`src/shared/icar_pkg.sv`:
```
// Package with register map, field layout and timing constants for the indirect register block.
package icar_pkg;

  localparam logic [7:0] IDX_BYTE_COUNT  = 8'h00;
  localparam logic [7:0] IDX_OWN_ADDR    = 8'h01;
  localparam logic [7:0] IDX_SCL_LOW     = 8'h02;
  localparam logic [7:0] IDX_SCL_HIGH    = 8'h03;
  localparam logic [7:0] IDX_SPEED_MODE  = 8'h06;

  localparam int         LAST_BYTE_BIT   = 7;
  localparam int         GC_ENABLE_BIT   = 0;
  localparam int         CTRL_MODE_BIT   = 0;
  localparam logic [6:0] BYTE_COUNT_MAX  = 7'h44;

  localparam logic [7:0] RST_BYTE_COUNT  = 8'h00;
  localparam logic [7:0] RST_OWN_ADDR    = 8'hE0;
  localparam logic [7:0] RST_SCL_LOW     = 8'h9D;
  localparam logic [7:0] RST_SCL_HIGH    = 8'h86;
  localparam logic [1:0] RST_SPEED_MODE  = 2'h0;

  localparam logic [7:0] GENERAL_CALL    = 8'h00;

  // Least SCL period per speed mode: standard, fast, fast-plus, turbo.
  localparam logic [7:0] MIN_LOW_STD     = 8'h9D;
  localparam logic [7:0] MIN_HIGH_STD    = 8'h86;
  localparam logic [7:0] MIN_LOW_FAST    = 8'h2C;
  localparam logic [7:0] MIN_HIGH_FAST   = 8'h14;
  localparam logic [7:0] MIN_LOW_FMP     = 8'h11;
  localparam logic [7:0] MIN_HIGH_FMP    = 8'h09;
  localparam logic [7:0] MIN_LOW_TURBO   = 8'h0E;
  localparam logic [7:0] MIN_HIGH_TURBO  = 8'h05;

  // Oscillator tick period in ps and the clock period; tick count rounds down, at least one.
  localparam int         OSC_PERIOD_PS   = 35000;
  localparam int         CLK_PERIOD_PS   = 10000;
  localparam int         OSC_TICK_CYCLES = (OSC_PERIOD_PS / CLK_PERIOD_PS) < 1 ? 1 :
                                           (OSC_PERIOD_PS / CLK_PERIOD_PS);

  typedef enum logic [1:0] {
    ICAR_SPEED_STD,
    ICAR_SPEED_FAST,
    ICAR_SPEED_FMP,
    ICAR_SPEED_TURBO
  } icar_speed_t;

endpackage
```
`src/hw/icar_regs.sv`:
```
// Indirect byte count, own address and SCL rate registers with address match and SCL timing.
//
// Summary of operation
// Count reports bytes stored on receive, bytes to send on transmit.
// Last-byte bit set: final received byte is not acknowledged.
// Last-byte bit clear: final byte acknowledged; later transfer must end read.
// Seven-bit count field sets buffered transfer length, up to 68.
// Count zero or above 68: move nothing, flag done at control write.
// Host touches the byte count only in buffered mode.
// Own address changes only by host writes, never by hardware.
// Own address is ignored in any master mode.
// Host never addresses its own slave address as master.
// Slave compares address bits 7:1 with received bits, MSB first.
// Address bit 0 enables response to General Call 00h.
// Host programs a non-zero own slave address.
// Own address reads E0h after reset.
// SCL high and low times are rate values times oscillator period.
// Low rate register sets SCL low time in oscillator periods.
// High rate register sets SCL high time in oscillator periods.
// Standard-mode timing is selected after reset.
// Host sets speed mode before writing the rate registers.
// Pointer selects the indirect register reached through the data window.
// Control mode bit: zero is byte mode, one is buffered mode.
// Rate values below the mode minimum load the minimum instead.
// SCL generator counts low period, releases, counts high, drives low.
`timescale 1ns/1ps
module icar_regs
  import icar_pkg::*;
#(
  parameter int TICK_CYCLES = OSC_TICK_CYCLES
) (
  input  wire logic       clk_i,
  input  wire logic       rst_i,
  input  wire logic       ce_i,
  input  wire logic       ptr_wr_i,
  input  wire logic       data_wr_i,
  input  wire logic       data_rd_i,
  input  wire logic [7:0] wdata_i,
  output logic      [7:0] rdata_o,
  output logic      [7:0] ptr_o,
  input  wire logic       ctrl_wr_i,
  input  wire logic       master_i,
  input  wire logic       buffered_rx_i,
  input  wire logic       byte_stored_i,
  input  wire logic       byte_sent_i,
  input  wire logic       addr_valid_i,
  input  wire logic [7:0] addr_byte_i,
  input  wire logic       scl_i,
  output logic            scl_o,
  output logic            scl_oe_o,
  output logic            buffered_mode_o,
  output logic            count_invalid_o,
  output logic            count_done_irq_o,
  output logic            last_byte_ack_o,
  output logic            own_match_o,
  output logic            gc_match_o
);
  initial begin
    if (TICK_CYCLES < 1) $error("icar_regs: TICK_CYCLES must be at least one");
  end

  logic [7:0]  ptr_reg;
  logic [7:0]  ptr_next;
  logic [7:0]  count_reg;
  logic [7:0]  count_next;
  logic [7:0]  xfer_reg;
  logic [7:0]  xfer_next;
  logic [6:0]  target_reg;
  logic [6:0]  target_next;
  logic [7:0]  addr_reg;
  logic [7:0]  addr_next;
  logic [7:0]  low_reg;
  logic [7:0]  low_next;
  logic [7:0]  high_reg;
  logic [7:0]  high_next;
  icar_speed_t speed_reg;
  icar_speed_t speed_next;
  logic        mode_reg;
  logic        mode_next;
  logic [7:0]  rdata_reg;
  logic [7:0]  rdata_next;
  logic        irq_reg;
  logic        irq_next;
  logic        own_reg;
  logic        own_next;
  logic        gc_reg;
  logic        gc_next;
  logic        ack_reg;
  logic        ack_next;
  logic [7:0]  min_low;
  logic [7:0]  min_high;
  logic        count_bad;
  logic        scl_sync;
  logic        scl_drive_low;

  // The SCL pin is outside the clock domain.
  icar_sync #(
    .WIDTH(1)
  ) u_scl_sync (
    .clk_i(clk_i),
    .rst_i(rst_i),
    .ce_i (ce_i),
    .d_i  (scl_i),
    .q_o  (scl_sync)
  );

  // minimum per speed mode
  always_comb begin
    case (speed_reg)
      ICAR_SPEED_STD: begin
        min_low  = MIN_LOW_STD;
        min_high = MIN_HIGH_STD;
      end
      ICAR_SPEED_FAST: begin
        min_low  = MIN_LOW_FAST;
        min_high = MIN_HIGH_FAST;
      end
      ICAR_SPEED_FMP: begin
        min_low  = MIN_LOW_FMP;
        min_high = MIN_HIGH_FMP;
      end
      ICAR_SPEED_TURBO: begin
        min_low  = MIN_LOW_TURBO;
        min_high = MIN_HIGH_TURBO;
      end
      default: begin
        min_low  = MIN_LOW_STD;
        min_high = MIN_HIGH_STD;
      end
    endcase
  end

  // valid count range
  assign count_bad = (count_reg[6:0] == 7'h00) || (count_reg[6:0] > BYTE_COUNT_MAX);

  always_comb begin
    ptr_next   = ptr_reg;
    count_next = count_reg;
    xfer_next  = xfer_reg;
    target_next = target_reg;
    addr_next  = addr_reg;
    low_next   = low_reg;
    high_next  = high_reg;
    speed_next = speed_reg;
    mode_next  = mode_reg;
    rdata_next = rdata_reg;
    irq_next   = 1'b0;
    // pointer then window
    if (ptr_wr_i) begin
      ptr_next = wdata_i;
    end
    if (data_wr_i) begin
      case (ptr_reg)
        // The count field is rewritten as bytes are stored, so the length is kept apart.
        IDX_BYTE_COUNT: begin
          count_next  = wdata_i;
          target_next = wdata_i[6:0];
        end
        // host write only
        IDX_OWN_ADDR:   addr_next  = wdata_i;
        IDX_SCL_LOW:    low_next   = (wdata_i < min_low) ? min_low : wdata_i;
        IDX_SCL_HIGH:   high_next  = (wdata_i < min_high) ? min_high : wdata_i;
        IDX_SPEED_MODE: speed_next = icar_speed_t'(wdata_i[1:0]);
        default:        ;
      endcase
    end
    if (data_rd_i) begin
      case (ptr_reg)
        IDX_BYTE_COUNT: rdata_next = count_reg;
        IDX_OWN_ADDR:   rdata_next = addr_reg;
        IDX_SCL_LOW:    rdata_next = low_reg;
        IDX_SCL_HIGH:   rdata_next = high_reg;
        IDX_SPEED_MODE: rdata_next = {6'h00, speed_reg};
        default:        rdata_next = 8'h00;
      endcase
    end
    if (ctrl_wr_i) begin
      // mode bit
      mode_next = wdata_i[CTRL_MODE_BIT];
      xfer_next = 8'h00;
      // immediate completion on bad count
      irq_next  = wdata_i[CTRL_MODE_BIT] && count_bad;
    end else if (mode_reg && (byte_stored_i || byte_sent_i)) begin
      // count stored or sent bytes
      xfer_next = xfer_reg + 8'h01;
      if (byte_stored_i && !data_wr_i) begin
        count_next = {count_reg[LAST_BYTE_BIT], 7'(xfer_reg[6:0] + 7'h01)};
      end
    end
  end

  // standard mode after reset
  always_ff @(posedge clk_i or posedge rst_i) begin
    if (rst_i) begin
      ptr_reg   <= 8'h00;
      count_reg <= RST_BYTE_COUNT;
      xfer_reg  <= 8'h00;
      target_reg <= RST_BYTE_COUNT[6:0];
      // own address default
      addr_reg  <= RST_OWN_ADDR;
      low_reg   <= RST_SCL_LOW;
      high_reg  <= RST_SCL_HIGH;
      speed_reg <= ICAR_SPEED_STD;
      mode_reg  <= 1'b0;
      rdata_reg <= 8'h00;
      irq_reg   <= 1'b0;
    end else if (ce_i) begin
      ptr_reg   <= ptr_next;
      count_reg <= count_next;
      xfer_reg  <= xfer_next;
      target_reg <= target_next;
      addr_reg  <= addr_next;
      low_reg   <= low_next;
      high_reg  <= high_next;
      speed_reg <= speed_next;
      mode_reg  <= mode_next;
      rdata_reg <= rdata_next;
      irq_reg   <= irq_next;
    end
  end

  always_comb begin
    // address unused as master
    // seven-bit compare
    own_next = addr_valid_i && !master_i && (addr_byte_i[7:1] == addr_reg[7:1]);
    // general call enable
    gc_next  = addr_valid_i && !master_i && addr_reg[GC_ENABLE_BIT]
               && (addr_byte_i[7:1] == GENERAL_CALL[7:1]);
    // withhold ack on last byte
    // ack last byte when clear
    ack_next = !(buffered_rx_i && (xfer_reg[6:0] + 7'h01 == target_reg)
               && count_reg[LAST_BYTE_BIT]);
  end

  always_ff @(posedge clk_i or posedge rst_i) begin
    if (rst_i) begin
      own_reg <= 1'b0;
      gc_reg  <= 1'b0;
      ack_reg <= 1'b1;
    end else if (ce_i) begin
      own_reg <= own_next;
      gc_reg  <= gc_next;
      ack_reg <= ack_next;
    end
  end

  // ticks of oscillator period
  icar_scl_gen #(
    .TICK_CYCLES(TICK_CYCLES)
  ) u_scl_gen (
    .clk_i          (clk_i),
    .rst_i          (rst_i),
    .ce_i           (ce_i),
    .run_i          (master_i),
    .scl_in_i       (scl_sync),
    .low_period_i   (low_reg),
    .high_period_i  (high_reg),
    .scl_drive_low_o(scl_drive_low),
    .tick_o         ()
  );

  // Open-drain SCL: only ever pulled low.
  assign scl_o            = 1'b0;
  assign scl_oe_o         = scl_drive_low;
  assign rdata_o          = rdata_reg;
  assign ptr_o            = ptr_reg;
  assign buffered_mode_o  = mode_reg;
  assign count_invalid_o  = count_bad;
  assign count_done_irq_o = irq_reg;
  assign last_byte_ack_o  = ack_reg;
  assign own_match_o      = own_reg;
  assign gc_match_o       = gc_reg;

  chk_own_addr_hold: assert property (@(posedge clk_i) disable iff (rst_i)
    !(ce_i && data_wr_i && ptr_reg == IDX_OWN_ADDR) |=> $stable(addr_reg))
    else $error("own address changed without a host write");

  chk_master_no_match: assert property (@(posedge clk_i) disable iff (rst_i)
    (ce_i && master_i) |=> !own_reg && !gc_reg)
    else $error("address match reported in master mode");

  chk_bad_count_irq: assert property (@(posedge clk_i) disable iff (rst_i)
    (ce_i && ctrl_wr_i && wdata_i[CTRL_MODE_BIT] && count_bad) |=> irq_reg)
    else $error("bad count did not complete at once");

  chk_gc_disabled: assert property (@(posedge clk_i) disable iff (rst_i)
    !addr_reg[GC_ENABLE_BIT] && !(ce_i && data_wr_i) |=> !gc_reg)
    else $error("general call answered while disabled");

  chk_low_minimum: assert property (@(posedge clk_i) disable iff (rst_i)
    (ce_i && data_wr_i && ptr_reg == IDX_SCL_LOW) |=> low_reg >= $past(min_low))
    else $error("low period below the mode minimum");

  chk_high_minimum: assert property (@(posedge clk_i) disable iff (rst_i)
    (ce_i && data_wr_i && ptr_reg == IDX_SCL_HIGH) |=> high_reg >= $past(min_high))
    else $error("high period below the mode minimum");

  chk_window_read: assert property (@(posedge clk_i) disable iff (rst_i)
    (ce_i && data_rd_i && ptr_reg == IDX_OWN_ADDR && !data_wr_i) |=> rdata_o == $past(addr_reg))
    else $error("window read did not return the selected register");

  chk_scl_low_hold: assert property (@(posedge clk_i) disable iff (rst_i)
    $rose(scl_oe_o) && ce_i && master_i |-> scl_oe_o [*3])
    else $error("SCL low phase too short");

  chk_mode_bit: assert property (@(posedge clk_i) disable iff (rst_i)
    (ce_i && ctrl_wr_i) |=> buffered_mode_o == $past(wdata_i[CTRL_MODE_BIT]))
    else $error("mode bit not taken from control write");
endmodule

```
`src/hw/icar_scl_gen.sv`:
```
// Master SCL generator counting oscillator ticks through the low and high periods.
`timescale 1ns/1ps
module icar_scl_gen
  import icar_pkg::*;
#(
  parameter int TICK_CYCLES = OSC_TICK_CYCLES
) (
  input  wire logic       clk_i,
  input  wire logic       rst_i,
  input  wire logic       ce_i,
  input  wire logic       run_i,
  input  wire logic       scl_in_i,
  input  wire logic [7:0] low_period_i,
  input  wire logic [7:0] high_period_i,
  output logic            scl_drive_low_o,
  output logic            tick_o
);
  initial begin
    if (TICK_CYCLES < 1 || TICK_CYCLES > 255) $error("icar_scl_gen: TICK_CYCLES out of range");
  end

  logic [7:0] div_reg;
  logic [7:0] div_next;
  logic [7:0] cnt_reg;
  logic [7:0] cnt_next;
  logic       low_reg;
  logic       low_next;
  logic       tick;

  assign tick = (div_reg == 8'(TICK_CYCLES - 1));

  always_comb begin
    div_next = div_reg;
    cnt_next = cnt_reg;
    low_next = low_reg;
    if (!run_i) begin
      div_next = 8'h00;
      cnt_next = 8'h00;
      low_next = 1'b0;
    end else begin
      div_next = tick ? 8'h00 : div_reg + 8'h01;
      if (tick) begin
        // low then high count
        // low phase length
        if (low_reg && cnt_reg >= low_period_i - 8'h01) begin
          low_next = 1'b0;
          cnt_next = 8'h00;
        end else if (!low_reg && !scl_in_i) begin
          // A slave holding SCL low stretches the high phase; wait until it lets go.
          cnt_next = 8'h00;
        end else if (!low_reg && cnt_reg >= high_period_i - 8'h01) begin
          // high phase length
          low_next = 1'b1;
          cnt_next = 8'h00;
        end else begin
          cnt_next = cnt_reg + 8'h01;
        end
      end
    end
  end

  always_ff @(posedge clk_i or posedge rst_i) begin
    if (rst_i) begin
      div_reg <= 8'h00;
      cnt_reg <= 8'h00;
      low_reg <= 1'b0;
    end else if (ce_i) begin
      div_reg <= div_next;
      cnt_reg <= cnt_next;
      low_reg <= low_next;
    end
  end

  assign scl_drive_low_o = low_reg;
  assign tick_o          = tick & run_i;
endmodule

```
`src/hw/icar_sync.sv`:
```
// Two flip-flop synchroniser for a level from outside the clock domain.
`timescale 1ns/1ps
module icar_sync
  import icar_pkg::*;
#(
  parameter int WIDTH = 1
) (
  input  wire logic             clk_i,
  input  wire logic             rst_i,
  input  wire logic             ce_i,
  input  wire logic [WIDTH-1:0] d_i,
  output logic      [WIDTH-1:0] q_o
);
  initial begin
    if (WIDTH < 1) $error("icar_sync: WIDTH must be at least one");
  end

  logic [WIDTH-1:0] meta_reg;
  logic [WIDTH-1:0] meta_next;
  logic [WIDTH-1:0] q_reg;
  logic [WIDTH-1:0] q_next;

  always_comb begin
    meta_next = ce_i ? d_i : meta_reg;
    q_next    = ce_i ? meta_reg : q_reg;
  end

  always_ff @(posedge clk_i or posedge rst_i) begin
    if (rst_i) begin
      meta_reg <= '0;
      q_reg    <= '0;
    end else begin
      meta_reg <= meta_next;
      q_reg    <= q_next;
    end
  end

  assign q_o = q_reg;
endmodule

```
`config.mk`:
```
export PLATFORM = sky130hd
export DESIGN_NAME = icar_regs
export DESIGN_NICKNAME = d
export VERILOG_FILES = /design/src/shared/icar_pkg.sv /design/src/hw/icar_regs.sv /design/src/hw/icar_scl_gen.sv /design/src/hw/icar_sync.sv
export SDC_FILE = /design/constraint.sdc
export NUM_CORES = 1
export LEC_CHECK = 0
export ABC_AREA = 1
export BUFFER_PORTS_ARGS = -buffer_cell sky130_fd_sc_hd__buf_2
export CELL_PAD_IN_SITES_DETAIL_PLACEMENT = 1
export CELL_PAD_IN_SITES_GLOBAL_PLACEMENT = 1
export CORE_MARGIN = 2
export CORE_UTILIZATION = 35
export CTS_CLUSTER_SIZE = 16
export DETAILED_ROUTE_END_ITERATION = 16
export GPL_ROUTABILITY_DRIVEN = 0
export PLACE_DENSITY = 0.63
export REMOVE_ABC_BUFFERS = 1
export SLEW_MARGIN = 20
export SYNTH_ARGS = -nofsm -noshare
export SYNTH_HDL_FRONTEND = slang
export SYNTH_SLANG_ARGS = --single-unit
```
`constraint.sdc`:
```
create_clock -name clk_i -period 7.1 [get_ports clk_i]
set_input_delay 0.355 -clock clk_i [delete_from_list [all_inputs] [get_ports clk_i]]
set_output_delay 0.355 -clock clk_i [all_outputs]
set_load 0.02 [all_outputs]
```
# ---- Word level (Yosys, flattened, before mapping)
# Cells that the tools add are included.
dict set report totals {
  output_inout_bits 24
  wordCells 106
  input_bits 29
  register_bits 89
}
dict set report op_classes {
  eq_ne 14
  n_lt_le_gt_ge 5
  n_mux 25
  n_reduce_logical 36
  n_addsub 6
}
# operator n
set ops {}
lappend ops {{$mux W8} 16}
lappend ops {{$pmux W8 S4} 2}
lappend ops {{$pmux W8 S5} 1}
lappend ops {{$add A8 B1 Y8 const B} 3}
lappend ops {{$eq A8 B2 Y1 const B} 3}
lappend ops {{$ge A8 B8 Y1} 2}
lappend ops {{$lt A8 B8 Y1} 2}
lappend ops {{$sub A8 B1 Y8 const B} 2}
lappend ops {{$reduce_and A3 Y1} 5}
lappend ops {{$eq A7 B7 Y1} 2}
lappend ops {{$logic_not A7 Y1} 2}
lappend ops {{$logic_and A1 B1 Y1} 12}
lappend ops {{$reduce_and A2 Y1} 6}
lappend ops {{$eq A8 B1 Y1 const B} 1}
lappend ops {{$eq A8 B3 Y1 const B} 1}
lappend ops {{$logic_not A8 Y1} 1}
lappend ops {{$add A7 B1 Y7 const B} 1}
lappend ops {{$gt A7 B7 Y1 const B} 1}
lappend ops {{$mux W1} 6}
lappend ops {{$logic_not A1 Y1} 5}
lappend ops {{$eq A2 B2 Y1 const B} 2}
lappend ops {{$reduce_and A4 Y1} 1}
lappend ops {{$ne A3 B1 Y1 const B} 1}
lappend ops {{$ne A3 B2 Y1 const B} 1}
lappend ops {{other kinds (6)} 7}

# ---- Logic depth before layout (Yosys ltp)
# Gate-level depths: netlist (run 1).
dict set report logic_depth {
  depth_word 8
  ltp_mapped 16
  depth_no_buf 16
}

# ---- By module
# From an unflattened synthesis (run 1), not the netlist that was laid out.
dict set report hier_totals {
  hier_cells 772
  area_unflattened_um2 5743.0
}
# module seq_area_each_um2 instances cells_per_inst area_per_inst_um2
set modules_own_cells {}
lappend modules_own_cells {icar_regs 1741.7 1 540 4020.1}
lappend modules_own_cells {icar_scl_gen 425.4 1 222 1642.8}
lappend modules_own_cells {icar_sync 50.0 1 10 80.1}

# ---- Least setup slack after synthesis (run 1)
# No wires, ideal clock.
dict set report synth_timing {
  path_kind {register -> register}
  from {register high_reg[0]}
  to {register u_scl_gen.cnt_reg[4]}
  n_path_buf 0
  synth_period_minus_slack_ps 2297
  t_required_ps 7035
  stages_incl_launch_ff 13
  slack_ps 4803
  t_arrival_ps 2232
  setup_ps 65
  cell_sequence {dfrtp_1 inv_1 nand2_1 or3_1 nor3_1 xor2_1 ha_1 a21o_1 nor2_1 nand3_1 a21oi_2 nand3_1 nand2_1}
}
dict set report synth_via {
  elab_chain_cells 8
}
# item line_no
set synth_lines {}
lappend synth_lines {{start, declared} icar_regs.sv:74} ;# logic [7:0] high_reg;
lappend synth_lines {{start signal, assigned} icar_regs.sv:214} ;# high_reg <= high_next;
lappend synth_lines {{$sub A8 B1 Y8} icar_scl_gen.sv:51} ;# end else if (!low_reg && cnt_reg >= high_period_i - 8'h01) begin
lappend synth_lines {{$ge A8 B8 Y1} icar_scl_gen.sv:51}
lappend synth_lines {{$logic_and A1 B1 Y1} icar_scl_gen.sv:51}
lappend synth_lines {{$mux W8} icar_scl_gen.sv:51}
lappend synth_lines {{$mux W8} icar_scl_gen.sv:48} ;# end else if (!low_reg && !scl_in_i) begin
lappend synth_lines {{$mux W8} icar_scl_gen.sv:45} ;# if (low_reg && cnt_reg >= low_period_i - 8'h01) begin
lappend synth_lines {{$mux W8} icar_scl_gen.sv:42} ;# if (tick) begin
lappend synth_lines {{$mux W8} icar_scl_gen.sv:36} ;# if (!run_i) begin
lappend synth_lines {{end signal, assigned} icar_scl_gen.sv:69} ;# cnt_reg <= cnt_next;
lappend synth_lines {{end, declared} icar_scl_gen.sv:24} ;# logic [7:0] cnt_reg;
# Every way passes these cells. The select of a mux whose other input is x is not followed.
# A chain may end at the register's enable or synchronous reset.

# ---- Final worst setup path (run 1)
dict set report layout_timing {
  from {register high_reg[0]}
  to {register u_scl_gen.cnt_reg[6]}
}
# Same word-level chain as after synthesis.

==> metrics.txt, run 1 <==
status completed; syn_area_per_cell 7.72 sq um; row count 45; Crit. path cell count 12; Final Power 1.65 mW; number of enable flip-flop cells after synthesis 0; share of layout cells above drive strength 1 16.0%; placed insts 963; R2R setup slack 4280 ps; YS warnings 0; Buf/Inv on CP 1; worst hold path type in2reg; Slew Limit Headroom 39.2%; RSZ-0062 raised after global routing false; post-synthesis cell area 5520 sq um; io pins 53; Synth cell types 44; Pwr Density 263 nW/um^2; share of flip-flops with an asynchronous set or reset 100%; CP Max Fanout 8; Tcrit/Tclk final 39.7%; maximum clock frequency 354 MHz; IO buf count 50; P_sw 0.605 mW; internal power 1.04 mW; CP Class reg2reg; clk root buf clkbuf_16; Post-route DRC 0; number of buffers created by CTS 9; logic gate share of total power 29.2%; worst slew pin tran 912 ps; Max Slew Vio Count 0; Fin Setup TNS 0 ps; drt total wl 16200 microns; CP Capture Point u_scl_gen.cnt_reg[6]; register clock-pin slew on the reported worst setup and hold paths 70 ps; clock share of power 29.7%; Antenna Cells 0; CTS tree done; CP max-delay cell dfrtp_1; final setup vio count 0; Hold WS 213 ps; Antenna Nets Post-Route 0; Sw Share 36.7%; fin nets 824; fin cells 980; gr usage total 20.5%; grt total ovfl 0; #FFs+latches synth 88; Wirelength per Cell 16.6 microns; Crit Reg-Reg Startpoint high_reg[0]; Mapped Cells 715; sequential share of the synthesized area 40.2%; CORE AREA 15300 sq um; Hold Vio Cnt, Final 0; Final Worst Setup Slack 4280 ps; most common cell after layout, fill and taps aside nand2_1; DR iter-0 viols 179; Reg2Reg Depth 12; leakage power 3.20 nW; MaxCap Viol Count 0; initial core utilization 36.0%; largest net degree at the start of global routing 70; delay-heaviest family, CP simple AND/OR/NAND/NOR gates; WP data arrival 3110 ps; Worst-Skew Late Latency 350 ps; post-route minimum period 2820 ps; worst r2r dst u_scl_gen.cnt_reg[6]; initial antenna violation count 0; Detailed Routing Iterations Pass 1 4; Worst Path Required 7390 ps; first-pass GRT wire length 26800 microns; most frequent cells in the layout 217 x nand2_1, 76 x dfrtp_1, 69 x nand3_1; Setup crit end kind register; clock sinks 88; die area 16800 sq um; H-Tree Depth 3; CTS max path bufs 2; Setup Skew 8.67 ps; Critical Path Start Type register; Reg power frac 41.1%; Post CTS Setup Buffer Count 0; Max VDD drop 0.149 mV; hpwl dp 12300 microns; Post-Place Worst Slack 4230 ps; number of global-route vias before repair 5199; vias per inst 5.04; Chip Width 130 microns; crit path cell chain inv_1 > nand2_1 > or3_1 > nor3_1 > xor2_1 > ha_1 > a21o_1 > nor2_1 > nand3_1 > a21oi_2 > nand3_1 > nand2_1; fill count 1918; crit-path max cell delay 390 ps; via count 4944; Layout Area Growth over Synthesis 13.5%; die height 130 microns; Crit. Startpoint high_reg[0]; ys flop type dfrtp_1
==> final cells by class <==
class                   instances  area [sq um]  area share (%)
well taps                     211           264            4.21
clock inverters                 7          71.3            1.14
repair buffers                 53           275            4.39
clock buffers                   9           225            3.60
flip-flops and latches         88          2220            35.4
inverters                      75           283            4.51
multi-input cells             537          2930            46.7
==> routing by layer <==
metal  vias up  track usage [%]  routed length, microns  part of all wire, %
met2        77             36.0                    7980                   49
li1       2444                -                       -                    -
met4         0             7.15                     378                  2.3
met1      2405             25.6                    7490                   46
met3        18             3.18                     396                  2.4
met5         -                0                       0                    0
==> cells in the mapped netlist (2+ instances only) <==
cell type | number | area share, %
a21o_1 | 2 | 0.27
a21oi_1 | 25 | 2.3
a32o_1 | 2 | 0.36
buf_2 | 7 | 0.63
buf_6 | 3 | 0.61
clkbuf_1 | 3 | 0.20
dfrtp_1 | 76 | 34
dfstp_2 | 12 | 5.7
ha_1 | 31 | 7.0
inv_1 | 65 | 4.4
inv_2 | 10 | 0.68
nand2_1 | 217 | 15
nand2_2 | 3 | 0.34
nand2_4 | 2 | 0.41
nand3_1 | 69 | 6.3
nand3_2 | 3 | 0.54
nand3b_1 | 3 | 0.41
nand4_1 | 9 | 1.0
nor2_1 | 38 | 2.6
nor2_2 | 4 | 0.45
nor2_4 | 2 | 0.41
nor3_1 | 11 | 1.0
nor3_4 | 2 | 0.59
nor3b_1 | 2 | 0.27
nor4_1 | 2 | 0.23
o211ai_1 | 6 | 0.82
o21ai_0 | 41 | 3.7
o21ai_1 | 8 | 0.73
o21ai_2 | 9 | 1.4
o22ai_1 | 4 | 0.45
or2_2 | 4 | 0.45
xnor2_1 | 15 | 2.4
xor2_1 | 14 | 2.2
==> worst min-delay path, stage by stage <==
cell	delay, ps
buf_2	80
nand2_1	40
nand2_1	60
==> logic make-up (layout without fill, tap and decap cells) <==
kind of cell	after synthesis	after routing	share of synthesized area, %
fa+ha+maj	31	31	7.03
buf+inv	90	144	6.76
mux	1	1	0.181
flops	88	88	40.2
other cells	1	1	0.0680
compound gates	100	100	10.5
xor+xnor	29	29	4.60
simple gates	375	375	30.7
==> worst min path at each step <==
stage	cells past startpoint	startpoint	end	slack, ps
after floorplan	2	u_scl_sync.meta_reg	u_scl_sync.meta_reg	440
after global placement	2	rst_i	u_scl_gen.div_reg[5]	340
after detailed placement	2	rst_i	u_scl_gen.div_reg[5]	340
after CTS	3	scl_i	u_scl_sync.meta_reg	200
after global routing	3	scl_i	u_scl_sync.meta_reg	230
final	3	scl_i	u_scl_sync.meta_reg	210
==> through the flow <==
stage               area, sq um  util, %
finish                     6260     40.9
global route               6260     40.9
CTS                        6260     40.9
detailed placement         5960     38.9
global placement           5960     38.9
floorplan                  5430        -
==> power by group through the flow <==
stage               logic (mW)  clock network (mW)  registers, mW
finish                   0.480               0.490          0.676
global route             0.556               0.517          0.688
CTS                      0.488               0.505          0.676
detailed placement       0.484                   0          0.685
global placement         0.461                   0          0.682
floorplan                0.346                   0          0.667
==> what timing repair did <==
action	CTS	global route
resized for setup	0	0
hold endpoints to repair	19	0
hold buffers	1	0
No activity file was read; power rests on OpenSTA's default activity.
==> run 2: changes to the inputs <==
Clock period 7.1 ns to 2.6 ns, I/O delays scaled along.
==> metrics.txt, run 2 (same netlist as run 1, synthesis figures left out) <==
CTS max path bufs 2 (unchanged); status completed; Detailed Routing Iterations Pass 1 4 (unchanged); post-route minimum period 2420 ps (-406 ps); maximum clock frequency 414 MHz (+17%); CP max-delay cell dfstp_2; fill count 1913 (-0.26%); crit-path max cell delay 390 ps (about the same); number of buffers created by CTS 9 (unchanged); Antenna Cells 0 (unchanged); Hold WS 69.7 ps (-143 ps); share of layout cells above drive strength 1 17.7% (+1.7 points); Max Slew Vio Count 0 (unchanged); io pins 53 (unchanged); initial core utilization 36.0% (unchanged); Crit Reg-Reg Startpoint high_reg[2]; leakage power 3.25 nW (+1.7%); CTS tree done; placed standard-cell area 6020 sq um (+1.1%); Wirelength per Cell 16.7 microns (+0.99%); CP Class reg2reg; MaxCap Viol Count 0 (unchanged); clk root buf clkbuf_16; sequential cell area 2220 sq um (unchanged); Design Area, Final 6380 sq um (+1.8%); CP Max Fanout 8 (unchanged); row count 45 (unchanged); fin nets 833 (+1.1%); initial antenna violation count 0 (unchanged); Setup Skew 9.14 ps (+0.469 ps); Layout Area Growth over Synthesis 15.6%; Final Power 4.42 mW (+170%); hpwl dp 12900 microns (+4.7%); crit path cell chain nor2_1 > nand2_1 > or3_4 > nor3_2 > xor2_1 > ha_1 > a21o_1 > nor2_1 > nand3_2 > a21oi_4 > buf_12 > nand3_1 > nand2_1; Antenna Nets Post-Route 0 (unchanged); vias per inst 5.00 (-0.87%); CP Capture Point u_scl_gen.cnt_reg[4]; Tcrit/Tclk final 92.9% (+53 points); DR iter-0 viols 160 (-11%); fin cells 989 (+0.92%); register clock-pin slew on the reported worst setup and hold paths 60 ps (about the same); via count 4946 (+0.040%); CORE AREA 15300 sq um (unchanged); Fin Setup TNS 0 ps (unchanged); Post-route DRC 0 (unchanged); gr usage total 20.8% (+0.34 points); Chip Width 130 microns (unchanged); Reg2Reg Depth 13 (+1); grt total ovfl 0 (unchanged); Layout Utilization 41.6% (+0.74 points); most frequent cells in the layout 217 x nand2_1, 76 x dfrtp_1, 64 x nand3_1; number of global-route vias before repair 5219 (+0.38%); placed insts 970 (+0.73%); clock sinks 88 (unchanged); Final Worst Setup Slack 184 ps (-4090 ps); die area 16800 sq um (unchanged); Crit. Startpoint high_reg[2]; RSZ-0062 raised after global routing false; die height 130 microns (unchanged); Slew Limit Headroom 51.7% (+13 points); Worst-Skew Late Latency 350 ps (about the same); Worst Path Required 2890 ps (-4500 ps); Post-Place Worst Slack -52.4 ps (-4290 ps); most common cell after layout, fill and taps aside nand2_1; first-pass GRT wire length 27100 microns (+1.1%); R2R setup slack 180 ps (-4090 ps); worst r2r dst u_scl_gen.cnt_reg[4]; Setup crit end kind register; Hold Vio Cnt, Final 0 (unchanged); WP data arrival 2700 ps (-410 ps); H-Tree Depth 3 (unchanged); drt total wl 16600 microns (+1.9%); final setup vio count 0 (unchanged); Critical Path Start Type register; IO buf count 50 (unchanged); worst slew pin tran 723 ps (-188 ps); Pwr Density 693 nW/um^2 (+160%); largest net degree at the start of global routing 41 (-41%); worst hold path type in2reg; multi-input logic area 2980 sq um (+1.6%); Max VDD drop 0.324 mV (+120%)
[run 2: cell types whose count changed in the layout (fill, tap and decap cells not counted), moves of 2 or more]
cell	delta
nand3_1	-5
clkbuf_1	+2
nand3_2	+5
buf_12	+2
buf_4	+6
nor3_2	+2
nor3_1	-2
[run 2: worst max-delay path, delay by kind of cell (launching register included)]
family | cells | cell delay [ps]
and+or+nand+nor | 8 | 1040
DFF | 1 | 390
AOI/OAI and AO/OA | 2 | 340
adders and majority gates | 1 | 270
xor gates and xnor gates | 1 | 180
buffers and inverters | 1 | 140
[run 2: final cells by class]
class	instances	share of cell area, %
inverters	75	4.43
clock inverters	5	0.530
flip-flops and latches	88	34.8
multi-input cells	537	46.7
repair buffers	62	5.81
clock buffers	11	3.65
well taps	211	4.14
[run 2: how the worst min path moves through the flow]
| stage | start | endpoint | depth (start not counted) |
|---|---|---|---|
| 3_3_place_gp | rst_i | rdata_o[5] | 2 |
| 4_1_cts | wdata_i[5] | high_reg[5] | 3 |
| 6_report | wdata_i[5] | high_reg[5] | 3 |
| 3_5_place_dp | rst_i | rdata_o[5] | 2 |
| 5_1_grt | wdata_i[5] | high_reg[5] | 3 |
| 2_1_floorplan | ce_i | u_scl_sync.q_o | 1 |
[run 2: repair_timing]
action,in CTS,in global routing
resized for setup,2,8
buffers inserted,0,1
endpoints found under the setup margin,8,8
hold buffers,2,0
pin swaps,1,3
endpoints found under the hold margin,28,0
[run 2: routing by layer]
| layer | share of wire (%) | up-vias | GRT usage [%] |
|---|---|---|---|
| met5 | 0 | - | 0 |
| met4 | 2.2 | 0 | 8.10 |
| met3 | 1.8 | 23 | 2.15 |
| met2 | 49 | 57 | 35.4 |
| met1 | 47 | 2410 | 27.4 |
| li1 | - | 2456 | - |
[run 2: power breakdown]
part	internal, mW	leakage, nW	switching (mW)	total (mW)
clock network	0.649	0.126	0.564	1.21
logic	0.521	1.99	0.841	1.36
registers	1.61	1.14	0.238	1.85
total	2.78	3.25	1.64	4.42
==> run 3: changes to the inputs <==
Settings changed: CORE_ASPECT_RATIO set to 1.75.
==> metrics.txt, run 3 (same netlist as run 1, synthesis figures left out) <==
gr usage total 20.8% (about the same); drt total wl 16900 microns (+2.1%); Worst-Skew Late Latency 350 ps (about the same); Critical Path Start Type register; number of buffers created by CTS 9 (unchanged); CTS max path bufs 2 (unchanged); Final Worst Setup Slack 180 ps (-3.55 ps); Detailed Routing Iterations Pass 1 4 (unchanged); post-route minimum period 2420 ps (+3.55 ps); Max Slew Vio Count 0 (unchanged); Antenna Cells 0 (unchanged); CP Class reg2reg; die area 16800 sq um (+0.24%); worst min-delay path endpoint u_scl_sync.meta_reg; Wirelength per Cell 17.6 microns (+5.0%); leakage power 3.26 nW (+0.12%); final setup vio count 0 (unchanged); Slew Limit Headroom 47.9% (-3.9 points); WP data arrival 2700 ps (about the same); via count 4994 (+0.97%); first-pass GRT wire length 27600 microns (+2.1%); Max VDD drop 0.356 mV (+9.8%); CP Max Fanout 8 (unchanged); initial antenna violation count 0 (unchanged); Setup Skew 9.81 ps (+0.671 ps); Pwr Density 728 nW/um^2 (+5.0%); worst slew pin tran 781 ps (+58.0 ps); Post-Place Worst Slack 104 ps (+157 ps); maximum clock frequency 413 MHz (-0.15%); largest net degree at the start of global routing 43 (+4.9%); Chip Width 98.9 microns (-24%); CORE AREA 15400 sq um (+0.49%); Design Area, Final 6320 sq um (-0.80%); hpwl dp 13400 microns (+3.8%); fill count 1913 (unchanged); vias per inst 5.19 (+3.8%); worst hold path startpoint scl_i; Setup crit end kind register; share of layout cells above drive strength 1 17.4% (-0.34 points); fin cells 962 (-2.7%); most frequent cells in the layout 217 x nand2_1, 76 x dfrtp_1, 69 x nand3_1; R2R setup slack 180 ps (about the same); Hold WS 5.67 ps (-64.1 ps); placed standard-cell area 5980 sq um (-0.64%); grt total ovfl 0 (unchanged); fin nets 831 (-0.24%); Antenna Nets Post-Route 0 (unchanged); worst hold path type in2reg; Worst Path Required 2880 ps (about the same); row count 60 (+33%); Tcrit/Tclk final 93.1% (+0.14 points); io pins 53 (unchanged); worst r2r dst u_scl_gen.cnt_reg[4]; Post-route DRC 0 (unchanged); MaxCap Viol Count 0 (unchanged); initial core utilization 35.9% (-0.18 points); Crit Reg-Reg Startpoint high_reg[2]; status completed; hold depth 3 (unchanged); clock sinks 88 (unchanged); die height 170 microns (+31%); RSZ-0062 raised after global routing true; Layout Area Growth over Synthesis 14.6%; DR iter-0 viols 208 (+30%); Hold Vio Cnt, Final 0 (unchanged); CTS tree done; clk root buf clkbuf_16; register clock-pin slew on the reported worst setup and hold paths 70 ps (about the same); IO buf count 50 (unchanged); number of global-route vias before repair 5340 (+2.3%); most common cell after layout, fill and taps aside nand2_1; H-Tree Depth 3 (unchanged); Reg2Reg Depth 13 (unchanged); placed insts 944 (-2.7%)
## run 3: how the worst max path moves through the flow
stage	startpoint	endpoint	slack [ps]	depth (start not counted)
after floorplan	rst_i	addr_reg[0]	210	1
after global placement	high_reg[2]	u_scl_gen.cnt_reg[1]	190	13
after detailed placement	high_reg[2]	u_scl_gen.cnt_reg[4]	100	13
after CTS	high_reg[2]	u_scl_gen.cnt_reg[4]	80	13
after global routing	high_reg[2]	u_scl_gen.cnt_reg[3]	-30	13
final	high_reg[2]	u_scl_gen.cnt_reg[4]	180	13
## run 3: worst max-delay path, stage by stage (launching register included)
cell and delay [ps]:
dfstp_2 400, nor2_1 90, nand2_1 90, or3_4 350, nor3_2 130, xor2_1 180
ha_1 270, a21o_1 180, nor2_1 90, nand3_1 120, a21oi_2 130, buf_4 160
nand3_1 100, nand2_1 70
## run 3: cell type report
| class | count | area (sq um) | area share, % |
|---|---|---|---|
| clock buffers | 11 | 243 | 3.84 |
| clock inverters | 5 | 63.8 | 1.01 |
| inverters | 75 | 283 | 4.47 |
| multi-input cells | 537 | 2950 | 46.6 |
| flip-flops and latches | 88 | 2220 | 35.1 |
| well taps | 186 | 233 | 3.68 |
| repair buffers | 60 | 340 | 5.38 |
## run 3: report_power, final
group,leakage [nW],switching (mW),internal (mW)
Clock,0.152,0.598,0.783
Combinational,1.97,0.845,0.527
Sequential,1.14,0.245,1.61
## run 3: per-stage QoR
stage | setup TNS [ps] | utilization, % | power (mW)
floorplan | 0 | - | 2.77
global placement | 0 | 38.9 | 3.17
detailed placement | 0 | 38.9 | 3.24
CTS | 0 | 40.9 | 4.63
global route | -92.2 | 41.1 | 4.93
finish | 0 | 41.1 | 4.61
## run 3: routing by layer
| layer | wire [microns] | up-vias | GRT usage [%] |
|---|---|---|---|
| li1 | - | 2456 | - |
| met4 | 404 | 0 | 6.85 |
| met2 | 9440 | 69 | 40.9 |
| met3 | 368 | 22 | 2.18 |
| met5 | 0 | - | 0 |
| met1 | 6700 | 2447 | 22.8 |
## run 3: what timing repair did
item | CTS | global route
hold endpoints to repair | 32 | 0
hold buffers | 1 | 0
resized for setup | 0 | 6
setup endpoints to repair | 0 | 8
buffers inserted | 0 | 1
